File: src/pkg/sfdp_defines.vh
// Purpose: constants of the discoverable-parameter table read
// Assumes: single-bit serial mode, 3-byte addressing
// Notes: table bodies past the headers read as the fill value
`ifndef SFDP_DEFINES_VH
`define SFDP_DEFINES_VH

`define SFDP_OPCODE 8'h5A
`define SFDP_ADDR_BITS 9
`define SFDP_OPC_BITS 5'h07
`define SFDP_ADDR_LAST_BIT 5'h17
`define SFDP_DUMMY_BITS 5'h07
`define SFDP_BYTE_LAST_BIT 3'h7

`define SFDP_SIG0 8'h53
`define SFDP_SIG1 8'h46
`define SFDP_SIG2 8'h44
`define SFDP_SIG3 8'h50
`define SFDP_REV_MINOR 8'h06
`define SFDP_REV_MAJOR 8'h01
`define SFDP_HEADER_COUNT 8'h02
`define SFDP_UNUSED 8'hFF

`define SFDP_H0_ID 8'h00
`define SFDP_H0_MINOR 8'h06
`define SFDP_H0_MAJOR 8'h01
`define SFDP_H0_LEN 8'h10
`define SFDP_H0_PTR0 8'h30
`define SFDP_H0_PTR1 8'h00
`define SFDP_H0_PTR2 8'h00

`define SFDP_H1_MINOR 8'h00
`define SFDP_H1_MAJOR 8'h01
`define SFDP_H1_LEN 8'h04
`define SFDP_H1_PTR0 8'h10
`define SFDP_H1_PTR1 8'h01
`define SFDP_H1_PTR2 8'h00

`define SFDP_H2_ID 8'h84
`define SFDP_H2_MINOR 8'h00
`define SFDP_H2_MAJOR 8'h01
`define SFDP_H2_LEN 8'h02
`define SFDP_H2_PTR0 8'hC0
`define SFDP_H2_PTR1 8'h00
`define SFDP_H2_PTR2 8'h00

`endif

File: src/core/sfdp_table_read.v
// Purpose: serial command logic answering the discoverable-parameter table read
// Assumes: spi mode 0 or 3; pins are oversampled by clk (100 MHz), much faster than sclk
// Notes: bodies of the parameter tables and unique id read as body_fill
//
// Function
// - opcode 5Ah after chip select falls starts a table read
// - 24-bit address then one dummy byte, all sampled on rising clock
// - after the dummy byte, table bytes leave msb first on falling clock
// - any table byte may be the start address
// - address advances by one after every byte shifted out
// - address wraps to zero after the top and output continues
// - chip select high ends the read and releases the data output
// - read during erase, program or status write is rejected, cycle untouched
// - table space is 512 bytes, unique id included
// - bytes 00h-03h read 53h 46h 44h 50h
// - byte 04h holds minor revision 06h
// - byte 05h holds major revision 01h
// - byte 06h header count 02h; bytes 07h 0Fh 17h 1Fh read FFh
// - first header: id 00h, rev 06h/01h, 10h dwords, pointer 000030h
// - second header: maker id, rev 00h/01h, 04h dwords, pointer 10h 01h 00h
// - third header: id 84h, rev 00h/01h, 02h dwords, pointer C0h 00h 00h
`include "sfdp_defines.vh"
`timescale 1ns/1ps
`default_nettype none

module sfdp_table_read #(
  parameter [7:0] maker_id = 8'hA5, // arbitrary neutral value
  parameter [7:0] body_fill = 8'hFF
) (
  input wire clk,
  input wire reset,
  input wire sclk,
  input wire cs_n,
  input wire mosi,
  input wire write_busy,
  output reg miso_q,
  output reg miso_oe_n_q,
  output reg read_active_q
);

  localparam [2:0] st_idle = 3'b000;
  localparam [2:0] st_opcode = 3'b001;
  localparam [2:0] st_addr = 3'b010;
  localparam [2:0] st_dummy = 3'b011;
  localparam [2:0] st_data = 3'b100;
  localparam [2:0] st_ignore = 3'b101;

  // three-stage sampling of the pins; level taken once stages two and three agree
  reg [2:0] sclk_s_q;
  reg [2:0] cs_s_q;
  reg [2:0] mosi_s_q;
  reg sclk_f_q;
  reg cs_n_f_q;
  reg mosi_f_q;
  reg [2:0] state_q;
  reg [4:0] bit_cnt_q;
  reg [7:0] opc_q;
  reg [`SFDP_ADDR_BITS-1:0] addr_q;
  reg [7:0] shift_q;
  reg [2:0] out_cnt_q;

  wire sclk_ok;
  wire cs_ok;
  wire mosi_ok;
  wire sclk_rise;
  wire sclk_fall;
  wire cs_fall;
  wire cs_rise;
  wire mosi_bit;
  wire [7:0] opc_full;
  wire [`SFDP_ADDR_BITS-1:0] addr_full;
  wire [`SFDP_ADDR_BITS-1:0] addr_next;

  assign sclk_ok = (sclk_s_q[1] == sclk_s_q[2]);
  assign cs_ok = (cs_s_q[1] == cs_s_q[2]);
  assign mosi_ok = (mosi_s_q[1] == mosi_s_q[2]);
  assign sclk_rise = sclk_ok && sclk_s_q[2] && !sclk_f_q;
  assign sclk_fall = sclk_ok && !sclk_s_q[2] && sclk_f_q;
  assign cs_fall = cs_ok && !cs_s_q[2] && cs_n_f_q;
  assign cs_rise = cs_ok && cs_s_q[2] && !cs_n_f_q;
  assign mosi_bit = mosi_ok ? mosi_s_q[2] : mosi_f_q;
  assign opc_full = {opc_q[6:0], mosi_bit};
  assign addr_full = {addr_q[`SFDP_ADDR_BITS-2:0], mosi_bit};
  assign addr_next = addr_q + {{(`SFDP_ADDR_BITS-1){1'b0}}, 1'b1};

  // table contents, 512 bytes addressed by the low address bits
  function [7:0] table_byte;
    input [`SFDP_ADDR_BITS-1:0] a;
    begin
      if (a[`SFDP_ADDR_BITS-1:5] != 4'h0) begin
        table_byte = body_fill;
      end else begin
        case (a[4:0])
          5'h00: table_byte = `SFDP_SIG0;
          5'h01: table_byte = `SFDP_SIG1;
          5'h02: table_byte = `SFDP_SIG2;
          5'h03: table_byte = `SFDP_SIG3;
          5'h04: table_byte = `SFDP_REV_MINOR;
          5'h05: table_byte = `SFDP_REV_MAJOR;
          5'h06: table_byte = `SFDP_HEADER_COUNT;
          5'h08: table_byte = `SFDP_H0_ID;
          5'h09: table_byte = `SFDP_H0_MINOR;
          5'h0A: table_byte = `SFDP_H0_MAJOR;
          5'h0B: table_byte = `SFDP_H0_LEN;
          5'h0C: table_byte = `SFDP_H0_PTR0;
          5'h0D: table_byte = `SFDP_H0_PTR1;
          5'h0E: table_byte = `SFDP_H0_PTR2;
          5'h10: table_byte = maker_id;
          5'h11: table_byte = `SFDP_H1_MINOR;
          5'h12: table_byte = `SFDP_H1_MAJOR;
          5'h13: table_byte = `SFDP_H1_LEN;
          5'h14: table_byte = `SFDP_H1_PTR0;
          5'h15: table_byte = `SFDP_H1_PTR1;
          5'h16: table_byte = `SFDP_H1_PTR2;
          5'h18: table_byte = `SFDP_H2_ID;
          5'h19: table_byte = `SFDP_H2_MINOR;
          5'h1A: table_byte = `SFDP_H2_MAJOR;
          5'h1B: table_byte = `SFDP_H2_LEN;
          5'h1C: table_byte = `SFDP_H2_PTR0;
          5'h1D: table_byte = `SFDP_H2_PTR1;
          5'h1E: table_byte = `SFDP_H2_PTR2;
          default: table_byte = `SFDP_UNUSED;
        endcase
      end
    end
  endfunction

  always @(posedge clk) begin
    if (reset) begin
      sclk_s_q <= 3'h0;
      cs_s_q <= 3'h7;
      mosi_s_q <= 3'h0;
      sclk_f_q <= 1'b0;
      cs_n_f_q <= 1'b1;
      mosi_f_q <= 1'b0;
    end else begin
      sclk_s_q <= {sclk_s_q[1:0], sclk};
      cs_s_q <= {cs_s_q[1:0], cs_n};
      mosi_s_q <= {mosi_s_q[1:0], mosi};
      if (sclk_ok) begin
        sclk_f_q <= sclk_s_q[2];
      end
      if (cs_ok) begin
        cs_n_f_q <= cs_s_q[2];
      end
      if (mosi_ok) begin
        mosi_f_q <= mosi_s_q[2];
      end
    end
  end

  always @(posedge clk) begin
    if (reset) begin
      state_q <= st_idle;
      bit_cnt_q <= 5'h00;
      opc_q <= 8'h00;
      addr_q <= {`SFDP_ADDR_BITS{1'b0}};
      shift_q <= 8'h00;
      out_cnt_q <= 3'h0;
      miso_q <= 1'b0;
      miso_oe_n_q <= 1'b1;
      read_active_q <= 1'b0;
    end else if (cs_rise) begin
      state_q <= st_idle;
      miso_oe_n_q <= 1'b1;
      read_active_q <= 1'b0;
    end else if (cs_fall) begin
      state_q <= st_opcode;
      bit_cnt_q <= 5'h00;
    end else begin
      case (state_q)
        st_opcode: begin
          if (sclk_rise) begin
            opc_q <= opc_full;
            bit_cnt_q <= bit_cnt_q + 5'h01;
            if (bit_cnt_q == `SFDP_OPC_BITS) begin
              bit_cnt_q <= 5'h00;
              if (opc_full == `SFDP_OPCODE && !write_busy) begin
                state_q <= st_addr;
                read_active_q <= 1'b1;
              end else begin
                state_q <= st_ignore;
              end
            end
          end
        end
        st_addr: begin
          if (sclk_rise) begin
            addr_q <= addr_full;
            bit_cnt_q <= bit_cnt_q + 5'h01;
            if (bit_cnt_q == `SFDP_ADDR_LAST_BIT) begin
              bit_cnt_q <= 5'h00;
              state_q <= st_dummy;
            end
          end
        end
        st_dummy: begin
          if (sclk_rise) begin
            bit_cnt_q <= bit_cnt_q + 5'h01;
            if (bit_cnt_q == `SFDP_DUMMY_BITS) begin
              state_q <= st_data;
              shift_q <= table_byte(addr_q);
              out_cnt_q <= 3'h0;
            end
          end
        end
        st_data: begin
          if (sclk_fall) begin
            miso_q <= shift_q[7];
            miso_oe_n_q <= 1'b0;
            out_cnt_q <= out_cnt_q + 3'h1;
            if (out_cnt_q == `SFDP_BYTE_LAST_BIT) begin
              addr_q <= addr_next;
              shift_q <= table_byte(addr_next);
            end else begin
              shift_q <= {shift_q[6:0], 1'b0};
            end
          end
        end
        default: begin
        end
      endcase
    end
  end

endmodule // sfdp_table_read

`default_nettype wire

File: config.mk
export PLATFORM = sky130hd
export DESIGN_NAME = sfdp_table_read
export DESIGN_NICKNAME = d
export VERILOG_FILES = /design/src/core/sfdp_table_read.v
export VERILOG_INCLUDE_DIRS = /design/src /design/src/pkg
export SDC_FILE = /design/constraint.sdc
export NUM_CORES = 1
export LEC_CHECK = 0
export BUFFER_PORTS_ARGS = -buffer_cell sky130_fd_sc_hd__buf_2
export CAP_MARGIN = 20
export CELL_PAD_IN_SITES_DETAIL_PLACEMENT = 0
export CELL_PAD_IN_SITES_GLOBAL_PLACEMENT = 2
export CORE_ASPECT_RATIO = 2
export CORE_MARGIN = 5
export CORE_UTILIZATION = 40
export CTS_BUF_LIST = sky130_fd_sc_hd__clkbuf_4 sky130_fd_sc_hd__clkbuf_8
export CTS_CLUSTER_SIZE = 12
export DETAILED_ROUTE_END_ITERATION = 7
export HOLD_SLACK_MARGIN = 0.08
export PLACE_DENSITY = 0.92
export SLEW_MARGIN = 10
export SYNTH_ARGS = -nofsm -noshare
export SYNTH_HDL_FRONTEND = slang
export SYNTH_SLANG_ARGS = --single-unit
File: constraint.sdc
create_clock -name clk -period 3.4 [get_ports clk]
set_input_delay 0.34 -clock clk [delete_from_list [all_inputs] [get_ports clk]]
set_output_delay 0.34 -clock clk [all_outputs]
set_load 0.005 [all_outputs]
==> summary.md, run 1 <==
Most common cell after layout, fill and taps aside: sky130_fd_sc_hd__dfxtp_1. After detailed routing, the number of remaining DRC violations is 0. Via count of the first global-routing pass: 3318.

Per report_power, the clock group accounts for 44.0% of the total. Kind of cell adding the most delay to the critical path: compound AO/OA/AOI/OAI gates. The worst pin sits at a relative slew slack of 48.4%. The worst setup path is captured at a register.

Once detail routing completed, the nets flagged for antenna violations numbered 0. Setup repair after global routing left no endpoint under its margin. The count of mapped cells out of synthesis is 439. For the worst setup path, the data arrival time is 3.22 ns. The netlist uses 78 different library cells.

The area used by multi-input combinational logic was 0.00225 mm²; the count of endpoints failing setup in the final report was 0. The cell with the largest stage delay on the worst path is sky130_fd_sc_hd__o41ai_1. In the synthesized netlist the async set-or-reset flop fraction comes to 0%.

For the maximum clock insertion buffer count, the log shows 2. The type of the tightest min-delay check was in2reg. At the pin with the least slew margin, the transition time is 0.773 ns. The post-route clock skew was 0.0127 ns; the number of buffers inserted for hold repair after clock tree synthesis was 0. The first global-routing pass estimated 16300 µm of wire. The number of enable flip-flop cells after synthesis works out to 0.

Net switching is 23.7% of the power. The logs give 0 for the max capacitance violation total and 0.00889 mm² for the core footprint. The cell area that synthesis handed to floorplanning was 0.00359 mm². After detailed routing, the number of vias per cell comes to 5.91.

The first routing iteration left 185 violations. For the warning count from the yosys run, the log shows 0. The sequential cells in the finished layout cover a total of 0.00116 mm². The path type of the worst setup path was reg2reg.

The congestion estimate from routability-driven global placement came to 0.927. The internal power of the cells totals 0.985 mW. The final count of hold timing violations came out at 0.

TritonCTS built the clock tree. Clock tree synthesis inserted a total of 9 buffers. The synthesized design contains 58 register bits. In the final design database the tool counted 471 nets. Per report_power, the sequential group accounts for 53.2% of the total.

Aggregate routed wire length: 9730 µm. The initial antenna violation count is 0, and the count of buffers inserted at the top-level ports is 8. Clock-pin slew was measured on the worst setup and hold paths at 0.07 ns. Post-CTS repair changed the size of 0 cells. After filler insertion, the fill cell instance count of the layout stands at 920. Highest cell delay on the worst timing path: 0.35 ns. In this run the number of H-tree levels came out at 3. The cell count of the worst reg-to-reg path was 14; the achievable clock frequency was 333 MHz. Global routing consumed, over all layers together, 18.4% of the routing resources. For this configuration, the core starts out at a cell density of 40.4%. Power spread over the standard cell area amounts to 328 mW/mm². Counting I/O delays and the setup requirement, the final critical path takes 3.00 ns. For the later-pin clock latency in the skew report, the log shows 0.35 ns. The number of buffer and inverter instances along the worst setup path was 4.

In this run the power spent charging and discharging nets is 0.306 mW. During I/O placement, the number of pins put on the boundary was 9. For the share of the yosys chip area belonging to registers, the log shows 32.3%. The slack of the worst reg-to-reg path was 0.40 ns; the overall die width was 77.0 µm. The wire-length estimate of the detail-placed layout is 7520 µm. After detailed routing, the average wire length per cell comes to 17.5 µm. In the layout the commonest cells are sky130_fd_sc_hd__dfxtp_1 (58), sky130_fd_sc_hd__nor2_1 (45), sky130_fd_sc_hd__nand2_1 (38), sky130_fd_sc_hd__a21oi_1 (35), sky130_fd_sc_hd__o21ai_0 (25). Area growth from synthesis to layout: 9.43%. The CTS root buffer is sky130_fd_sc_hd__clkbuf_8. Setup total negative slack on the finished layout was measured at 0 ns. The final clock period utilization by the worst path is 88.3%.

The most frequent cell on the critical path was sky130_fd_sc_hd__inv_1. For the via count, the log shows 3282. In the final layout, the share of cells above drive strength 1 is 13.9%.

STA puts the critical path data required time at 3.61 ns. The repair_antennas step left the layout with diodes totalling 0. For the leakage power, the log shows 1.60 nW.

The peak supply drop was 0.000367 V. The vertical die dimension is 144 µm, and the post-CTS repair timing setup buffer count is 0. The primary flip-flop cell chosen by synthesis mapping is sky130_fd_sc_hd__dfxtp_1.

STA classifies the critical path startpoint as a register. The maximum fanout count along the critical path was 4. The number of iterations in the first detailed-routing pass is 4. The signal on the critical path passes through inv_1, ha_1, mux2_4, a211oi_2, nand2_1, a22oi_1, and2_1, inv_1, ha_1, inv_1, nor4_1, buf_4, o41ai_1, a22oi_1.

Per report_power, the combinational group accounts for 2.8% of the total. The floorplan step defined a die boundary enclosing 0.0111 mm². The logs give 39 for the largest net degree at the start of global routing and 0 for the max-slew violation count. The count of cells along the worst hold path came out at 2.

The standard-cell row count is 49. After global routing the overflow that remains totals 0. Counting every net in the synthesized netlist gives 462. Synthesized area divided by synthesized cell count: 8.19 µm². The critical path depth was 14; the final instance area was 0.00393 mm². In this run the cell area measured after placement is 0.00376 mm². The flow ran to the end, and the final reports show no timing, DRC or antenna violations. For this design, the sink count on the clock tree is 58.
==> final timing paths <==
| kind | startpoint | endpoint |
|---|---|---|
| setup / recovery | cs_s_q[1] | register |
| setup reg to reg | cs_s_q[1] | register |
| hold reg to reg | cs_s_q[0] | cs_s_q[1] |
| hold / removal | cs_n | cs_s_q[0] |
==> cell type report <==
| type | count | share of cell area [%] |
|---|---|---|
| repair buffers | 21 | 3.50 |
| well taps | 102 | 3.24 |
| flip-flops and latches | 58 | 29.5 |
| inverters | 21 | 2.07 |
| multi-input cells | 337 | 57.2 |
| clock buffers | 11 | 3.69 |
| clock inverters | 5 | 0.763 |
==> through the flow <==
stage                     total power, mW  cells  utilization (%)  hold slack, ns  setup slack (ns)
after floorplan                     0.727    439                -           0.389             0.516
after global placement              0.739    539             42.3           0.394             0.509
after detailed placement            0.740    539             42.3           0.397             0.399
after CTS                            1.31    555             44.3           0.155             0.380
after global routing                 1.34    555             44.3           0.152             0.104
final                                1.29    555             44.3           0.167             0.396
==> logic make-up after synthesis <==
kind of cell / after synthesis / share of synthesized area (%)
AO/OA/AOI/OAI: 128 / 24.5
buffers and inverters: 44 / 5.08
adder cells (fa/ha/maj): 18 / 6.20
AND/OR/NAND/NOR: 163 / 23.9
XOR/XNOR: 8 / 1.95
flip-flops: 58 / 32.3
multiplexers: 20 / 6.13
==> worst reg2reg max path, stage by stage, from the launching register on <==
cell                       delay (ns)
sky130_fd_sc_hd__dfxtp_1         0.34
sky130_fd_sc_hd__inv_1           0.06
sky130_fd_sc_hd__ha_1            0.21
sky130_fd_sc_hd__mux2_4          0.29
sky130_fd_sc_hd__a211oi_2        0.24
sky130_fd_sc_hd__nand2_1         0.10
sky130_fd_sc_hd__a22oi_1         0.29
sky130_fd_sc_hd__and2_1          0.27
sky130_fd_sc_hd__inv_1           0.09
sky130_fd_sc_hd__ha_1            0.19
sky130_fd_sc_hd__inv_1           0.07
sky130_fd_sc_hd__nor4_1          0.05
sky130_fd_sc_hd__buf_4           0.16
sky130_fd_sc_hd__o41ai_1         0.35
sky130_fd_sc_hd__a22oi_1         0.15
==> Yosys cell counts (all sizes together) (4+ instances only) <==
| library cell | n | share of area, % |
|---|---|---|
| dfxtp | 58 | 32 |
| nor2 | 45 | 4.7 |
| nand2 | 38 | 4.0 |
| a21oi | 37 | 5.4 |
| o21ai | 25 | 3.5 |
| inv | 20 | 2.2 |
| ha | 17 | 5.9 |
| mux2i | 16 | 4.5 |
| clkbuf | 14 | 1.5 |
| nand3 | 12 | 2.3 |
| nor3 | 11 | 1.5 |
| nand4 | 10 | 1.7 |
| buf | 9 | 1.4 |
| nor2b | 9 | 1.6 |
| o211ai | 9 | 1.9 |
| a21o | 6 | 1.5 |
| a22oi | 6 | 1.3 |
| and2 | 6 | 1.1 |
| o221ai | 5 | 1.2 |
| or2 | 5 | 0.87 |
| or3 | 5 | 0.87 |
| xnor2 | 5 | 1.2 |
| a211oi | 4 | 1.1 |
| a22o | 4 | 0.97 |
| o22ai | 4 | 0.70 |
==> routing by layer <==
layer	global-route usage [%]	routed length [µm]
met4	12.4	569
met2	35.5	5490
met3	3.12	231
met5	0	0
met1	17.4	3440
==> power groups by stage <==
stage          logic, mW  registers [mW]  clock network, mW
2_1_floorplan     0.0249           0.702                  0
3_3_place_gp      0.0366           0.703                  0
3_5_place_dp      0.0369           0.703                  0
4_1_cts           0.0370           0.688              0.581
5_1_grt           0.0403           0.688              0.609
6_report          0.0361           0.688              0.568
Power figures use the tool's default switching activity.
==> inputs of run 2 (changes only) <==
- GPL_TIMING_DRIVEN: default -> 0
- PLACE_DENSITY: 0.92 -> 0.89
==> run 2 against run 1 <==
Against the previous run: cell count up 2.0%; design area up 1.5%; global-route usage down 0.11 points; via count up 1.7%; die area unchanged; largest power group unchanged; first-iteration DRC count up 11%.
==> summary.md, run 2 (same netlist as run 1, synthesis figures left out) <==
The tools report the H-tree level count as 3 (unchanged). The tools report the count of boundary I/O pins as 9 (unchanged). Worst hold path startpoint: cs_n (unchanged). The number of buffers inserted for hold repair after clock tree synthesis is 0 (unchanged). The tools report the arrival time at the worst endpoint as 3.46 ns (was 3.22 ns).

Max-slew violation count: 0 (unchanged). The wire length of the first global-routing pass is 16000 µm (was 16300 µm). The highest cell delay on the worst timing path came out at 0.36 ns (was 0.35 ns).

The later-pin clock latency in the skew report is 0.34 ns (was 0.35 ns), and the end-of-flow core utilization is 44.9% (was 44.3%). The worst max-slew margin expressed relative to the limit came out at 36.6% (was 48.4%). The final count of hold timing violations was 0 (unchanged); the post-route clock skew was 0.0120 ns (was 0.0127 ns). The tools report the end point of the worst hold path as cs_s_q[0] (unchanged). The maximum clock insertion buffer count was 2 (unchanged). Slew of the pin with the lowest slew margin: 0.949 ns (was 0.773 ns). The cell with the largest stage delay on the worst path was sky130_fd_sc_hd__dfxtp_1 (was sky130_fd_sc_hd__o41ai_1). Aggregate routed wire length: 10100 µm (was 9730 µm). The run gives 0 (unchanged) as the count of endpoints failing setup in the final report. The combinational share of power was 3.0% (was 2.8%); the number of design-rule violations left by the first detailed-router iteration was 205 (was 185). The peak supply drop is 0.000352 V (was 0.000367 V), and the fraction of layout cells with a size suffix above 1 is 14.0% (was 13.9%). The logs give 0.885 (was 0.927) for the routability-driven placement congestion ratio and 44.4% (was 44.0%) for the clock group share of total power. The type of the tightest min-delay check was in2reg (unchanged). Capturing element type of the critical path: a register (unchanged). The tools report the switching power as 0.341 mW (was 0.306 mW).

The vertical die dimension is 144 µm (unchanged). The tools report the CTS root buffer as sky130_fd_sc_hd__clkbuf_8 (unchanged). For the via count, the log shows 3338 (was 3282). The most common cell after layout, fill and taps aside is sky130_fd_sc_hd__dfxtp_1 (unchanged). The critical path depth is 14 (unchanged), and the total global-route track usage is 18.3% (was 18.4%). The run gives 58 (unchanged) as the sink count of the clock tree. The logs give 0.0111 mm² (unchanged) for the total die area and 0.183 ns (was 0.167 ns) for the worst-case hold slack. The logs give 0 (unchanged) for the remaining number of nets flagged by the antenna check after routing and 1.31 mW (was 1.29 mW) for the final total power.

The shortest clock period the worst path allows after layout was 3.18 ns (was 3.00 ns). The net count of the finished layout was 482 (was 471). The count of cells along the worst hold path was 2 (unchanged).

The overall die width works out to 77.0 µm (unchanged). For the post-placement setup slack, the log shows -0.246 ns (was 0.399 ns). Number of buffer and inverter instances along the worst setup path: 3 (was 4). The maximum fanout count along the critical path was 10 (was 4); the cell count of the worst reg-to-reg path was 14 (unchanged). The leakage power was 1.59 nW (was 1.60 nW).

For the number of antenna repair diodes, the log shows 0 (unchanged). CTS buffer count: 9 (unchanged). The max capacitance violation total is 0 (unchanged), and the number of iterations in the first detailed-routing pass is 4 (unchanged). The tools report the start of the worst register-to-register path as out_cnt_q[0] (was cs_s_q[1]). TritonCTS built the clock tree. Achievable clock frequency: 314 MHz (was 333 MHz). The final worst setup slack is 0.219 ns (was 0.396 ns), and the CTS clock-pin slew for the worst setup and hold paths is 0.07 ns (about the same).

The tools report the slack of the worst reg-to-reg path as 0.22 ns (was 0.40 ns). The area growth from synthesis to layout was 11.1% (was 9.43%); the largest net degree at the start of global routing was 13 (was 39). The run gives 49 (unchanged) as the standard-cell row count. The number of remaining DRC errors came out at 0 (unchanged).

Average routed wire per standard cell: 17.8 µm (was 17.5 µm). Crit path cell chain: ha_1, ha_4, nand3b_4, a211oi_4, buf_6, nand2_1, a22oi_2, and2_4, inv_1, ha_1, inv_1, nand4_1, or3_1, nand3_1 (was inv_1, ha_1, mux2_4, a211oi_2, nand2_1, a22oi_1, and2_1, inv_1, ha_1, inv_1, nor4_1, buf_4, o41ai_1, a22oi_1). The run finished with clean final reports. The tools report the placed wire-length estimate after detailed placement as 7720 µm (was 7520 µm). Path type of the worst setup path: reg2reg (unchanged). The count of buffers inserted at the top-level ports is 8 (unchanged), and the worst path required time is 3.68 ns (was 3.61 ns). The logs give 52.6% (was 53.2%) for the share of total power in sequential cells and 0.00889 mm² (unchanged) for the core footprint. Most frequent cells in the layout: sky130_fd_sc_hd__dfxtp_1 (58), sky130_fd_sc_hd__nor2_1 (45), sky130_fd_sc_hd__nand2_1 (38), sky130_fd_sc_hd__a21oi_1 (34), sky130_fd_sc_hd__o21ai_0 (25) (was sky130_fd_sc_hd__dfxtp_1 (58), sky130_fd_sc_hd__nor2_1 (45), sky130_fd_sc_hd__nand2_1 (38), sky130_fd_sc_hd__a21oi_1 (35), sky130_fd_sc_hd__o21ai_0 (25)). Via count of the first global-routing pass: 3328 (was 3318). The post-detailed-route via-to-cell ratio works out to 5.90 (was 5.91). Overall overflow remaining after global route: 0 (unchanged). The final clock period utilization by the worst path is 93.6% (was 88.3%).

The power per standard cell area is 327 mW/mm² (was 328 mW/mm²). Kind of cell adding the most delay to the critical path: simple AND/OR/NAND/NOR gates (was compound AO/OA/AOI/OAI gates). The nature of the critical path startpoint is a register (unchanged).

The switching share of power is 26.1% (was 23.7%). The initial antenna violation count is 0 (unchanged). The logs give 0.965 mW (was 0.985 mW) for the internal power and 40.4% (unchanged) for the initial core utilization. Setup repair after global routing left no endpoint under its margin.
==> run 2: changes by cell type in the layout (fill, tap and decap cells not counted), moves of 2 or more <==
cell	before	now
sky130_fd_sc_hd__buf_4	13	2
sky130_fd_sc_hd__clkbuf_1	0	14
sky130_fd_sc_hd__buf_2	8	14
sky130_fd_sc_hd__inv_6	0	2
sky130_fd_sc_hd__clkinv_2	3	1
==> run 2: power by group through the flow <==
stage	logic, mW	clock network, mW	registers, mW
after floorplan	0.0249	0	0.702
after global placement	0.0387	0	0.703
after detailed placement	0.0395	0	0.703
after CTS	0.0399	0.597	0.687
after global routing	0.0432	0.627	0.688
final	0.0391	0.580	0.687
==> run 2: layer usage <==
layer,share of wire [%],GRT usage (%),vias to the layer above
met2,52,33.6,89
met5,0,0,-
met4,6.2,13.1,0
met3,3.2,2.49,29
met1,39,18.8,1576
li1,-,-,1644
==> run 2: through the flow <==
stage	instances	TNS, ns	area, µm²
global placement	549	-0.840	3760
CTS	565	0	3960
finish	566	0	3990
detailed placement	549	-0.756	3760
floorplan	439	0	3590
global route	566	0	3990
==> run 2: what timing repair did <==
| action | in CTS | in global routing |
|---|---|---|
| buffers inserted | 0 | 1 |
| endpoints found under the setup margin | 6 | 4 |
| cloned | 0 | 0 |
| gates resized for setup | 5 | 4 |
| pin swaps | 0 | 2 |
==> run 2: layout make-up <==
cell class              instances  area, µm²
clock buffers                   9        124
well taps                     102        128
repair buffers                  9       47.5
clock inverters                 7       53.8
plain buffers                  23        105
multi-input cells             337       2290
inverters                      21       81.3
fillers                       884       4900
flip-flops and latches         58       1160
==> run 2: how the worst max path moves through the flow <==
stage | startpoint | to
final | out_cnt_q[0] | register
after detailed placement | out_cnt_q[0] | register
after global placement | out_cnt_q[0] | register
after global routing | cs_s_q[1] | register
after CTS | out_cnt_q[0] | register
after floorplan | cs_s_q[1] | register
==> run 2: worst register-to-register path: cells and delay by family (launching register included) <==
kind | cells | cell delay (ns)
AND/OR/NAND/NOR | 6 | 1.02
adder cells (fa/ha/maj) | 3 | 0.73
flip-flops | 1 | 0.36
AO/OA/AOI/OAI | 2 | 0.62
buffers and inverters | 3 | 0.40
==> inputs of run 3 (changes only) <==
- CORE_UTILIZATION: 40 -> 43
- PLACE_DENSITY: 0.89 -> 0.87
- clock period: 3.4 -> 3.9 ns (I/O delays scaled with it)
==> run 3 against run 2 <==
Against the previous run: core utilization rose by 3.7 points; power is 2.3% higher; non-clock buffer count down 1; cell count down 0.88%; sequential power down 13%; hold slack improved by 0.035 ns; critical path depth fell by 1; critical path type unchanged; register-to-register slack improved by 0.12 ns; routed wire length grew 1.3%; maximum frequency decreased by 11%; die area shrank 6.3%; first-iteration DRC count shrank 14%.
==> summary.md, run 3 (same netlist as run 1, synthesis figures left out) <==
The run finished with clean final reports. Max capacitance violation total: 0 (unchanged). For the later-pin clock latency in the skew report, the log shows 0.36 ns (was 0.34 ns). The tools report the nature of the critical path startpoint as a register (unchanged). The shortest clock period the worst path allows after layout was 3.56 ns (was 3.18 ns); the initial antenna violation count was 0 (unchanged).

The run gives 0.0104 mm² (was 0.0111 mm²) as the total die area. The overall die width works out to 74.7 µm (was 77.0 µm). TritonCTS built the clock tree. The final total power is 1.34 mW (was 1.31 mW). Peak supply drop: 0.000286 V (was 0.000352 V). The area growth from synthesis to layout is 11.5% (was 11.1%), and the core footprint is 0.00823 mm² (was 0.00889 mm²).

The post-CTS repair timing setup buffer count came out at 0 (unchanged). The switching power is 0.299 mW (was 0.341 mW), and the count of buffers inserted at the top-level ports is 8 (unchanged). For the count of boundary I/O pins, the log shows 9 (unchanged). The total global-route track usage is 20.4% (was 18.3%), and the leakage power is 1.63 nW (was 1.59 nW). The run gives 58 (unchanged) as the sink count of the clock tree. Most common cell after layout, fill and taps aside: sky130_fd_sc_hd__dfxtp_1 (unchanged). The tools report the net count of the finished layout as 481 (was 482).

The tools report the via count of the first global-routing pass as 3207 (was 3328). The path type of the worst setup path is reg2reg (unchanged). The total negative setup slack is 0 ns (unchanged). The run gives 7840 µm (was 7720 µm) as the placed wire-length estimate after detailed placement.

The capturing element type of the critical path is a register (unchanged). The fraction of layout cells with a size suffix above 1 is 12.5% (was 14.0%), and the post-route clock skew is 0.00732 ns (was 0.0120 ns). The CTS buffer count is 9 (unchanged), and the vertical die dimension is 139 µm (was 144 µm). The number of design-rule violations left by the first detailed-router iteration is 177 (was 205), and the number of buffers inserted for hold repair after clock tree synthesis is 0 (unchanged). The final count of hold timing violations was 0 (unchanged); the fill cell instance count of the final layout was 845 (was 884). Power per standard cell area: 333 mW/mm² (was 327 mW/mm²).

The maximum clock insertion buffer count is 2 (unchanged). Achievable clock frequency: 281 MHz (was 314 MHz). The worst max-slew margin expressed relative to the limit was 31.4% (was 36.6%).

For the max-slew violation count, the log shows 0 (unchanged). The largest net degree at the start of global routing is 13 (unchanged), and the post-detailed-route via-to-cell ratio is 5.79 (was 5.90). The remaining number of nets flagged by the antenna check after routing is 0 (unchanged), and the worst path required time is 4.14 ns (was 3.68 ns). The number of iterations in the first detailed-routing pass is 4 (unchanged), and the aggregate routed wire length is 10200 µm (was 10100 µm). The via count is 3246 (was 3338).

The run gives 0 (was 5) as the number of gates resized after CTS. Final clock period utilization by the worst path: 91.4% (was 93.6%). For the count of endpoints failing setup in the final report, the log shows 0 (unchanged).

The share of total power in sequential cells is 44.8% (was 52.6%), and the switching share of power is 22.4% (was 26.1%). The logs give 47 (was 49) for the standard-cell row count and 0.888 (was 0.885) for the routability-driven placement congestion ratio. The combinational share of power is 2.5% (was 3.0%), and the number of remaining DRC errors is 0 (unchanged). The wire length of the first global-routing pass is 16200 µm (was 16000 µm). The logs give 3.80 ns (was 3.46 ns) for the arrival time at the worst endpoint and 0 (unchanged) for the number of antenna repair diodes. Setup repair after global routing left no endpoint under its margin. The maximum fanout count along the critical path was 10 (unchanged); the internal power was 1.04 mW (was 0.965 mW). Initial core utilization: 43.7% (was 40.4%).

The H-tree level count is 3 (unchanged), and the slew of the pin with the lowest slew margin is 1.03 ns (was 0.949 ns). Type of the tightest min-delay check: in2reg (unchanged). The CTS root buffer is sky130_fd_sc_hd__clkbuf_8 (unchanged). CTS clock-pin slew for the worst setup and hold paths: 0.07 ns (about the same). For the clock group share of total power, the log shows 52.7% (was 44.4%).

Most frequent cells in the layout: sky130_fd_sc_hd__dfxtp_1 (58), sky130_fd_sc_hd__nor2_1 (45), sky130_fd_sc_hd__nand2_1 (38), sky130_fd_sc_hd__a21oi_1 (35), sky130_fd_sc_hd__o21ai_0 (25) (was sky130_fd_sc_hd__dfxtp_1 (58), sky130_fd_sc_hd__nor2_1 (45), sky130_fd_sc_hd__nand2_1 (38), sky130_fd_sc_hd__a21oi_1 (34), sky130_fd_sc_hd__o21ai_0 (25)). The average routed wire per standard cell is 18.2 µm (was 17.8 µm), and the overall overflow remaining after global route is 0 (unchanged).
==> run 3: through the flow <==
| step | instances | hold slack, ns | util, % | instance area, µm² | worst slack [ns] |
|---|---|---|---|---|---|
| 6_report | 561 | 0.218 | 48.7 | 4010 | 0.337 |
| 4_1_cts | 561 | 0.213 | 48.7 | 4010 | 0.314 |
| 5_1_grt | 561 | 0.233 | 48.7 | 4010 | 0.131 |
| 3_5_place_dp | 545 | 0.410 | 45.6 | 3760 | 0.356 |
| 2_1_floorplan | 439 | 0.389 | - | 3590 | 1.02 |
| 3_3_place_gp | 545 | 0.416 | 45.6 | 3760 | 0.380 |
==> run 3: cell type report <==
cell class                 instances  area, µm²  area share (%)
timing repair buffer               8       40.0           0.999
clock inverter                     7        125            3.12
inverter                          21       81.3            2.03
tap                               98        123            3.06
buffer                            23        101            2.53
sequential                        58       1160            29.0
clock buffer                       9        124            3.09
multi-input combinational        337       2250            56.2
==> run 3: path summary, 6_finish.rpt <==
kind | startpoint | endpoint | slack, ns | cells after the start
setup / recovery | cs_s_q[1] | register | 0.34 | 13
hold / removal | cs_n | cs_s_q[0] | 0.22 | 2
setup reg to reg | cs_s_q[1] | register | 0.34 | 13
hold reg to reg | cs_s_q[0] | cs_s_q[1] | 0.42 | 1
==> run 3: layer usage <==
layer  global-route usage [%]  routed length [µm]
met1                     23.2                4140
met2                     36.9                5660
met3                     2.60                 240
met4                     7.88                 150
met5                        0                   0
==> run 3: critical path: stages, from the launching register on <==
cell and delay [ns]:
sky130_fd_sc_hd__dfxtp_1 0.34, sky130_fd_sc_hd__inv_1 0.06, sky130_fd_sc_hd__ha_1 0.21, sky130_fd_sc_hd__mux2_4 0.30, sky130_fd_sc_hd__a211oi_2 0.41, sky130_fd_sc_hd__buf_4 0.25
sky130_fd_sc_hd__nand2_1 0.15, sky130_fd_sc_hd__a22oi_1 0.32, sky130_fd_sc_hd__and2_1 0.26, sky130_fd_sc_hd__ha_1 0.25, sky130_fd_sc_hd__nand2_1 0.09, sky130_fd_sc_hd__nor3_1 0.49
sky130_fd_sc_hd__nand3_1 0.15, sky130_fd_sc_hd__o221ai_1 0.16
==> run 3: power groups by stage <==
stage	registers [mW]	logic [mW]	clock network (mW)
global placement	0.613	0.0329	0
floorplan	0.612	0.0217	0
CTS	0.599	0.0339	0.711
detailed placement	0.613	0.0337	0
global route	0.599	0.0370	0.731
finish	0.599	0.0335	0.704
